$ cat src/hw/thermal_cfg_pkg.sv
package thermal_cfg_pkg;

	// Register placement and power-on value
	localparam logic [7:0] CFG_OFFSET = 8'h7c;
	localparam logic [7:0] CFG_RESET  = 8'h01;

	// Field positions inside the configuration register
	localparam int SIGNED_BIT        = 0;
	localparam int OFFSET_SCALE_BIT  = 1;
	localparam int CPU_EN_BIT        = 4;
	localparam int REMOTE1_EN_BIT    = 5;
	localparam int LOCAL_EN_BIT      = 6;
	localparam int REMOTE2_EN_BIT    = 7;

	// Source numbering, which is also the order of the enable bits
	localparam int NUM_SRC     = 4;
	localparam int SRC_CPU     = 0;
	localparam int SRC_REMOTE1 = 1;
	localparam int SRC_LOCAL   = 2;
	localparam int SRC_REMOTE2 = 3;

	// Limit codes that switch a source off in each number format
	localparam logic [7:0] DISABLE_OFFSET64 = 8'h00;
	localparam logic [7:0] DISABLE_TWOS     = 8'h80;

	// Bias of the offset-64 format
	localparam logic signed [8:0] OFFSET64_BIAS = 9'h040;

	// Assertion timer resolution
	localparam int TICK_US     = 22760;
	localparam int CLK_MHZ     = 125;
	localparam int TICK_CYCLES = TICK_US * CLK_MHZ;

	// Width of the assertion length count in ticks
	localparam int TICKS_W = 9;

endpackage

$ cat src/hw/overtemp_timer.sv
`timescale 1ns/1ns
// Measures how long the overtemperature pin stays asserted and flags
// overlong assertions in a sticky status bit.
module overtemp_timer #(
	parameter int TICK_CYC = thermal_cfg_pkg::TICK_CYCLES
) (
	// Clock and reset
	input  wire logic       clock_in,
	input  wire logic       rst_in,
	// Pin level, already synchronised, high while asserted
	input  wire logic       asserted_in,
	// Allowed assertion length in ticks
	input  wire logic [7:0] limit_in,
	// Status clear strobe from the status register read
	input  wire logic       clear_in,
	// Sticky overtemperature status
	output logic            status_out
);
	import thermal_cfg_pkg::*;

	localparam int PW = $clog2(TICK_CYC + 1);
	localparam logic [PW-1:0] PRE_LAST = PW'(TICK_CYC - 1);
	localparam logic [TICKS_W-1:0] TICKS_MAX = '1;

	logic [PW-1:0]      prescale_q, prescale_d;
	logic [TICKS_W-1:0] ticks_q, ticks_d;
	logic               status_q, status_d;
	logic               fire;

	////////////////////////////////////////////////////////////////
	// Tick counting; the count saturates so a stuck pin cannot wrap
	// back under the limit and hide itself
	always_comb begin
		prescale_d = '0;
		ticks_d    = '0;
		if (asserted_in) begin
			prescale_d = (prescale_q == PRE_LAST) ? '0 : prescale_q + 1'b1;
			ticks_d    = ticks_q;
			if (prescale_q == PRE_LAST && ticks_q != TICKS_MAX) begin
				ticks_d = ticks_q + 1'b1;
			end
		end
		// A zero limit fires on the first asserted cycle
		fire     = asserted_in && (ticks_q >= {1'b0, limit_in});
		// Set wins over a clear in the same cycle
		status_d = fire | (status_q & ~clear_in);
	end

	always_ff @(posedge clock_in or posedge rst_in) begin
		if (rst_in) begin
			prescale_q <= '0;
			ticks_q    <= '0;
			status_q   <= 1'b0;
		end else begin
			prescale_q <= prescale_d;
			ticks_q    <= ticks_d;
			status_q   <= status_d;
		end
	end

	assign status_out = status_q;

endmodule // overtemp_timer

$ cat src/hw/thermal_format_config.sv
`timescale 1ns/1ns
// Overview of operation
// After reset the configuration register holds 0x01, twos complement selected.
// Bit 0 picks the number format: one twos complement, zero offset-64.
// Limits and readings are compared in whichever format is currently selected.
// Bit 1 picks offset steps: zero half degree, one whole degree.
// Offset scaling touches remote 1, local, remote 2; CPU offset stays whole degree.
// Bit 4 lets CPU reading above its control limit drive the pin.
// Bit 5 lets remote 1 above its limit drive the pin.
// Bit 6 lets local above its limit drive the pin.
// Bit 7 lets remote 2 above its limit drive the pin.
// A cleared enable never drives the pin; pin then only feeds the timer.
// A limit of -64 (offset-64) or -128 (twos) disables that source.
// Software should set the timer limit to 0xFF when the pin drives.
// With the lock bit set, writes to this register are ignored.
// Pin asserted longer than the timer limit sets the overtemperature status.
// Pin drive is the OR of the four qualified source conditions.
module thermal_format_config #(
	parameter int TICK_CYC = thermal_cfg_pkg::TICK_CYCLES
) (
	// Clock and reset
	input  wire logic       clock_in,
	input  wire logic       rst_in,
	// Register access from the serial interface
	input  wire logic       reg_wr_in,
	input  wire logic       reg_rd_in,
	input  wire logic [7:0] reg_addr_in,
	input  wire logic [7:0] reg_wdata_in,
	input  wire logic       lock_in,
	output logic      [7:0] reg_rdata_out,
	output logic            reg_rvalid_out,
	// Pin function: high when the pin works both ways
	input  wire logic       pin_bidir_in,
	// Temperature readings
	input  wire logic [7:0] cpu_temp_in,
	input  wire logic [7:0] remote1_temp_in,
	input  wire logic [7:0] local_temp_in,
	input  wire logic [7:0] remote2_temp_in,
	// Overtemperature limits
	input  wire logic [7:0] cpu_control_limit_in,
	input  wire logic [7:0] remote1_limit_in,
	input  wire logic [7:0] local_limit_in,
	input  wire logic [7:0] remote2_limit_in,
	// Sensor offset codes
	input  wire logic [7:0] cpu_offset_in,
	input  wire logic [7:0] remote1_offset_in,
	input  wire logic [7:0] local_offset_in,
	input  wire logic [7:0] remote2_offset_in,
	// Offsets in half-degree units
	output logic      [9:0] cpu_offset_half_out,
	output logic      [9:0] remote1_offset_half_out,
	output logic      [9:0] local_offset_half_out,
	output logic      [9:0] remote2_offset_half_out,
	// Format seen by the rest of the device
	output logic            signed_range_select_out,
	// Assertion timer
	input  wire logic [7:0] timer_limit_in,
	input  wire logic       status_clear_in,
	output logic            overtemp_status_out,
	// Open-drain overtemperature pin, active low
	input  wire logic       overtemp_pin_in,
	output logic            overtemp_pin_out,
	output logic            overtemp_pin_oe_out
);
	import thermal_cfg_pkg::*;

	////////////////////////////////////////////////////////////////
	// Helpers

	// Bring a code onto a common signed scale for the current format
	function automatic logic signed [8:0] to_signed(input logic [7:0] code,
		input logic twos);
		if (twos) begin
			to_signed = $signed({code[7], code});
		end else begin
			to_signed = $signed({1'b0, code}) - OFFSET64_BIAS;
		end
	endfunction

	// Offset code to half-degree units
	function automatic logic [9:0] to_half(input logic [7:0] code,
		input logic whole);
		if (whole) begin
			to_half = {code[7], code, 1'b0};
		end else begin
			to_half = {{2{code[7]}}, code};
		end
	endfunction

	////////////////////////////////////////////////////////////////
	// Configuration register

	logic [7:0] cfg_q, cfg_d;
	logic [7:0] rdata_q, rdata_d;
	logic       rvalid_q, rvalid_d;
	logic       wr_hit;

	always_comb begin
		wr_hit   = reg_wr_in && (reg_addr_in == CFG_OFFSET);
		cfg_d    = cfg_q;
		// A locked register silently drops writes
		if (wr_hit && !lock_in) begin
			cfg_d = reg_wdata_in;
		end
		// Reserved bits read back as written; other addresses belong elsewhere
		rdata_d  = (reg_addr_in == CFG_OFFSET) ? cfg_q : 8'h00;
		rvalid_d = reg_rd_in;
		if (!reg_rd_in) begin
			rdata_d = rdata_q;
		end
	end

	always_ff @(posedge clock_in or posedge rst_in) begin
		if (rst_in) begin
			cfg_q    <= CFG_RESET;
			rdata_q  <= 8'h00;
			rvalid_q <= 1'b0;
		end else begin
			cfg_q    <= cfg_d;
			rdata_q  <= rdata_d;
			rvalid_q <= rvalid_d;
		end
	end

	assign reg_rdata_out  = rdata_q;
	assign reg_rvalid_out = rvalid_q;

	////////////////////////////////////////////////////////////////
	// Per-source overtemperature conditions

	logic [7:0]         temp_v  [NUM_SRC];
	logic [7:0]         limit_v [NUM_SRC];
	logic [NUM_SRC-1:0] src_hot;
	logic [7:0]         off_code;

	assign temp_v[SRC_CPU]      = cpu_temp_in;
	assign temp_v[SRC_REMOTE1]  = remote1_temp_in;
	assign temp_v[SRC_LOCAL]    = local_temp_in;
	assign temp_v[SRC_REMOTE2]  = remote2_temp_in;
	assign limit_v[SRC_CPU]     = cpu_control_limit_in;
	assign limit_v[SRC_REMOTE1] = remote1_limit_in;
	assign limit_v[SRC_LOCAL]   = local_limit_in;
	assign limit_v[SRC_REMOTE2] = remote2_limit_in;
	assign off_code = cfg_q[SIGNED_BIT] ? DISABLE_TWOS : DISABLE_OFFSET64;

	// Each source needs its enable, a live limit and a reading above it
	for (genvar s = 0; s < NUM_SRC; s++) begin : g_src
		assign src_hot[s] = cfg_q[CPU_EN_BIT + s]
			&& (limit_v[s] != off_code)
			&& (to_signed(temp_v[s], cfg_q[SIGNED_BIT])
				> to_signed(limit_v[s], cfg_q[SIGNED_BIT]));
	end

	////////////////////////////////////////////////////////////////
	// Pin drive and input synchroniser

	logic drive_q, drive_d;
	logic pin_low_q;
	logic sync1_q, sync2_q;

	// Only a bidirectional pin may be pulled; otherwise it stays an input
	always_comb begin
		drive_d = pin_bidir_in && (|src_hot);
	end

	always_ff @(posedge clock_in or posedge rst_in) begin
		if (rst_in) begin
			drive_q   <= 1'b0;
			pin_low_q <= 1'b0;
			sync1_q   <= 1'b1;
			sync2_q   <= 1'b1;
		end else begin
			drive_q   <= drive_d;
			pin_low_q <= 1'b0;
			sync1_q   <= overtemp_pin_in;
			sync2_q   <= sync1_q;
		end
	end

	assign overtemp_pin_out    = pin_low_q;
	assign overtemp_pin_oe_out = drive_q;

	// The timer sees our own drive too, through the wire level
	overtemp_timer #(
		.TICK_CYC (TICK_CYC)
	) u_timer (
		.clock_in    (clock_in),
		.rst_in      (rst_in),
		.asserted_in (~sync2_q),
		.limit_in    (timer_limit_in),
		.clear_in    (status_clear_in),
		.status_out  (overtemp_status_out)
	);

	////////////////////////////////////////////////////////////////
	// Format and offset scaling outputs

	logic       fmt_q, fmt_d;
	logic [9:0] off_q [NUM_SRC];
	logic [9:0] off_d [NUM_SRC];

	// CPU offset is fixed at whole degrees; the others follow bit 1
	always_comb begin
		fmt_d              = cfg_q[SIGNED_BIT];
		off_d[SRC_CPU]     = to_half(cpu_offset_in, 1'b1);
		off_d[SRC_REMOTE1] = to_half(remote1_offset_in, cfg_q[OFFSET_SCALE_BIT]);
		off_d[SRC_LOCAL]   = to_half(local_offset_in, cfg_q[OFFSET_SCALE_BIT]);
		off_d[SRC_REMOTE2] = to_half(remote2_offset_in, cfg_q[OFFSET_SCALE_BIT]);
	end

	always_ff @(posedge clock_in or posedge rst_in) begin
		if (rst_in) begin
			fmt_q <= CFG_RESET[SIGNED_BIT];
			for (int i = 0; i < NUM_SRC; i++) begin
				off_q[i] <= 10'h000;
			end
		end else begin
			fmt_q <= fmt_d;
			for (int i = 0; i < NUM_SRC; i++) begin
				off_q[i] <= off_d[i];
			end
		end
	end

	assign signed_range_select_out = fmt_q;
	assign cpu_offset_half_out     = off_q[SRC_CPU];
	assign remote1_offset_half_out = off_q[SRC_REMOTE1];
	assign local_offset_half_out   = off_q[SRC_LOCAL];
	assign remote2_offset_half_out = off_q[SRC_REMOTE2];
endmodule // thermal_format_config

$ cat config.mk
export PLATFORM = sky130hd
export DESIGN_NAME = thermal_format_config
export DESIGN_NICKNAME = d
export VERILOG_FILES = /design/src/hw/thermal_cfg_pkg.sv /design/src/hw/overtemp_timer.sv /design/src/hw/thermal_format_config.sv
export SDC_FILE = /design/constraint.sdc
export NUM_CORES = 1
export LEC_CHECK = 0
export BUFFER_PORTS_ARGS = -buffer_cell sky130_fd_sc_hd__buf_4
export CORE_AREA = 2 2 119 121
export DETAILED_ROUTE_END_ITERATION = 16
export DIE_AREA = 0 0 121 123
export GPL_TIMING_DRIVEN = 1
export PLACE_DENSITY = 0.73
export SETUP_SLACK_MARGIN = 0.05
export SLEW_MARGIN = 20
export SYNTH_ARGS = -nofsm -noshare
export SYNTH_HDL_FRONTEND = slang
export SYNTH_HIERARCHICAL = 1
export SYNTH_SLANG_ARGS = --single-unit
$ cat constraint.sdc
create_clock -name clock_in -period 3.4 [get_ports clock_in]
set_input_delay 0.17 -clock clock_in [delete_from_list [all_inputs] [get_ports clock_in]]
set_output_delay 0.17 -clock clock_in [all_outputs]
set_load 0.05 [all_outputs]
**Yosys cells after proc, flatten, opt, wreduce, memory -nomap -nowiden**

Cells that the tools add are included.

- Add/subtract/negate cells: 10
- Magnitude comparators: 5
- Eq/ne operators: 7
- Muxes and demuxes: 17
- Bitwise operators: 4
- Reduce and logical (&&, ||, !) cells: 16

Operator list:

| operator | count |
|---|---|
| $mux 9 | 10 |
| $sub 8x7->9 const B | 8 |
| $mux 22 | 2 |
| $mux 8 | 5 |
| $gt 9x9->1 | 4 |
| $ne 8x8->1 | 4 |
| $add 22x1->22 const B | 1 |
| $eq 22x22->1 const B | 1 |
| $logic_and 1x1->1 | 13 |
| $add 9x1->9 const B | 1 |
| $ge 9x8->1 | 1 |
| $ne 9x9->1 const B | 1 |
| $eq 8x7->1 const B | 1 |
| $reduce_or 4->1 | 1 |
| $not 1->1 | 2 |
| $reduce_bool 2->1 | 1 |
| $and 1x1->1 | 1 |
| $logic_not 1->1 | 1 |
| $or 1x1->1 | 1 |

- Register bits: 88
- Input bits: 128
- Output and inout bits: 53

**Logic depth before layout (Yosys ltp)**

- Word-level depth: 6
- Mapped depth: 11

**Cells and area by module**

The synthesis kept the hierarchy.

By module, submodules not included:

| module | times used | cells each | area each (µm²) | sequential area each (µm²) |
|---|---|---|---|---|
| thermal_format_config | 1 | 337 | 3437.0 | 1406.3 |
| overtemp_timer | 1 | 210 | 1930.6 | 800.8 |

**Worst setup path after synthesis**

OpenSTA, ideal clock, no wires.

- Path kind: register to register
- Start point: reg cfg_q[0]
- End point: reg drive_q, in the netlist overtemp_pin_oe_out
- Data arrival time: 2359 ps
- Required time: 3255 ps
- Slack: 896 ps
- Stages on the path, launching flop included: 10
- Clock period less this slack: 2504 ps
- Cells stage by stage: dfstp_2 buf_2 buf_2 buf_2 mux2_2 ha_1 nand4_1 or3_1 o311ai_0 nand4_1

- Word-level cells in the longest chain between the ends: 6
- Elaborated cells between the ends (all ways): 27
- Classes of those cells: order compare (4); eq/ne (4); mux (9); reduce/logical (10)

RTL lines:

| item | RTL line | text |
|---|---|---|
| from (decl) | thermal_format_config.sv:93 | `logic [7:0] cfg_q, cfg_d;` |
| from (signal assigned) | thermal_format_config.sv:119 | `cfg_q <= cfg_d;` |
| branches (longest 4 deep; another with $gt 9x9->1) | -- |  |
| $reduce_or 4->1 (*) | thermal_format_config.sv:163 | `drive_d = pin_bidir_in && (\|src_hot);` |
| $logic_and 1x1->1 (*) | thermal_format_config.sv:163 |  |
| named net drive_d | thermal_format_config.sv:157 | `logic drive_q, drive_d;` |
| to (signal assigned) | thermal_format_config.sv:173 | `drive_q <= drive_d;` |
| to (decl) | thermal_format_config.sv:157 |  |

Mark *: on every way through the listed nets, which the timed path passes.
A chain may end at the register's enable or synchronous reset.

**Final worst setup path**

Ends and elaborated chain as after synthesis.

==> impl_metrics.ini <==
[floorplanning]
die-area_um2 = 14900
die_w_um = 121
core_area_um2 = 13600
num_rows = 43
io_pins = 181
die-height_um = 123
initial_utilization = 0.394

[global_route]
grt_pass1_wl_mm = 21.7
grt_overflow = 0
grt_usage = 0.179
grt_pass1_vias = 4746
grt_max_degree = 31
grt_antenna_before_repair = 0

[layout]
antenna_cells = 0
utilization = 0.534
stdcell_area_um2 = 7260
final_layout_size_suffix_gt1_frac = 0.329
fin_cells = 918
area_growth_pct = 35.3
nets = 912

[clocking]
cts_made_buffers = 9
path_clk_slew_ps = 70
clock_path_buffers = 2
cts_sinks = 88
cts_tree = done
clockRootBuffer = clkbuf_16
post_cts_buffers = 0
h-tree-depth = 3
cts_resized = 0
clk-insertion-delay-late_ps = 330

[setup_path]
reg2reg_to = overtemp_pin_oe_out
cpMaxStageDelayCell = dfstp_2
crit_arrival_ps = 2710
required_ps = 3580
r2r_slack_ps = 870
cp.depth = 8
crit_family = flip-flops
crit_fanout = 20
worstPathCellList = buf_4 -> mux2_2 -> ha_1 -> nand2_1 -> nor4_1 -> a211oi_1 -> o31ai_1 -> nand4_1
path_class = reg -> reg
cp_num_buf_inv = 1
endpoint_kind = register
cp-start-kind = register
critPathMaxStageDelay_ps = 780
timing.rr.start = cfg_q[0]
reg2reg_depth = 8

[synth]
synth_cell_types = 50
synth_top_area_cell = dfrtp_1
seq_area_frac_synth = 0.411
synth_area_leaders = dfrtp_1 (39%), ha_1 (12%), mux2_2 (7.1%), inv_1 (5.3%), a21oi_1 (2.2%)
syn-cell-area_um2 = 5370
ys_async_sr_fraction = 1.00
synth_edf_count = 0
avgSynthCellArea_um2 = 9.81
yosys_warnings = 6
synth.most_common_cell = dfrtp_1
synthTopCellsByCount = dfrtp_1 (84), inv_1 (76), ha_1 (51)
synth_top_area_share = 0.392
synthCells = 547
ys_ff_latch = 88
ys.flop_type = dfrtp_1

[sta]
hold_slack_ps = 63.3
maxSlewHeadroom = 0.352
setup_tns_ps = 0
hold_viol = 0
skew_ps = 6.25
max_freq_ghz = 0.395
drv_slew = 0
grt_setup_unrepaired = no
min_period_ps = 2530
min_period_over_period = 0.745
tightest_slew_ps = 972
finalSetupViolCount = 0

[routing]
detail_route.vias_per_cell = 5.11
wl_per_cell_um = 14.8
drc = 0
routed_wl_mm = 13.6
firstDrtPassIters = 4
vias = 4692
drtAntennaViolNets = 0
first_iter_violations = 236

[pwr]
ir_worst_vdd_mv = 0.256
pwr_density_cell_nw_per_um2 = 349
p_leak_uw = 0.00354

[hold_path]
hp-start = reg_wdata_in[6]
whs_path_depth = 2
hp-class = in -> reg
worstHoldEndpoint = cfg_q[6]

[placed_design]
port_buffers = 178
dp_hpwl_mm = 10.8
placedCellCount = 889
placedInstanceArea_um2 = 6850
place.gp.congestion = 0.912

[run_status]
status = finished, final reports clean

[run]
maxCapViolCount = 0
[area by class of cell]
cell class	instances	area [um2]
fillers	1235	6350
multi-input cells	363	2770
flip-flops and latches	88	2210
repair buffers	195	1500
inverters	76	285
clock buffers	10	229
well taps	180	225
clock inverters	6	52.6
[per-layer routing]
layer,GRT usage,routed length [um],part of all wire
met5,0,0,0
met3,0.0341,723,0.053
met4,0.0560,167,0.012
met2,0.330,7150,0.53
met1,0.209,5530,0.41
[stage by stage]
step                      worst slack [ps]  power, uW
after floorplan                        896       1390
after global placement                 972       1590
after detailed placement               883       1600
after CTS                              872       2560
after global routing                   712       2650
final                                  867       2540
[cell usage in the layout, fill, tap and decap left out, types with 4 or more instances in the layout]
| master | instances |
|---|---|
| nand2b_1 | 6 |
| nand2_1 | 25 |
| o31ai_1 | 9 |
| nor2_1 | 26 |
| nand3_1 | 22 |
| dfstp_2 | 4 |
| o21ai_0 | 15 |
| xor2_1 | 11 |
| nand4_1 | 15 |
| or4_1 | 11 |
| inv_1 | 74 |
| a21o_1 | 6 |
| nor2b_1 | 12 |
| buf_4 | 182 |
| mux2_2 | 34 |
| nor3_1 | 7 |
| and3_1 | 7 |
| nor4_1 | 7 |
| a21oi_1 | 24 |
| a211oi_1 | 4 |
| xnor2_1 | 7 |
| mux2i_1 | 7 |
| o21bai_1 | 4 |
| ha_1 | 51 |
| dfrtp_1 | 84 |
| o22ai_1 | 8 |
| or3_1 | 8 |
| clkbuf_16 | 9 |
| o211ai_1 | 6 |
| dlygate4sd3_1 | 13 |
[worst register-to-register path, cell delays in order (launching register included)]
cell      delay (ps)
dfstp_2          780
buf_4            300
mux2_2           360
ha_1             280
nand2_1           70
nor4_1           300
a211oi_1          90
o31ai_1           70
nand4_1          130
[kinds of logic after synthesis]
logic type | synth area share
other | 0.000699
multiplexers | 0.0844
AO/OA/AOI/OAI | 0.107
XOR/XNOR | 0.0294
buffers and inverters | 0.0739
flip-flops | 0.411
adder cells (fa/ha/maj) | 0.121
AND/OR/NAND/NOR | 0.173
[state kept, by name (all words and copies together) (netlist names), 8 cells and up]
signal	cells
cfg_q	8
cpu_offset_half_out	8
local_offset_half_out	9
reg_rdata_out	8
remote1_offset_half_out	9
remote2_offset_half_out	9
u_timer/prescale_q	22
u_timer/ticks_q	9
[how the worst max path moves through the flow]
stage | from | end
2_1_floorplan | cfg_q[0] | overtemp_pin_oe_out
3_3_place_gp | cfg_q[0] | overtemp_pin_oe_out
3_5_place_dp | cfg_q[0] | overtemp_pin_oe_out
4_1_cts | cfg_q[0] | overtemp_pin_oe_out
5_1_grt | cfg_q[0] | overtemp_pin_oe_out
6_report | cfg_q[0] | overtemp_pin_oe_out
[timing repair]
action | CTS | global route
hold endpoints to repair | 70 | 0
endpoints found under the setup margin | 0 | 0
hold buffers | 13 | 0
[report_power, final]
group	internal [uW]	total (uW)	switching, uW	leakage [uW]
Combinational	231	500	270	0.00228
Sequential	1080	1090	17.5	0.00113
Clock	507	940	433	0.000132
Power figures use the tool's default switching activity.
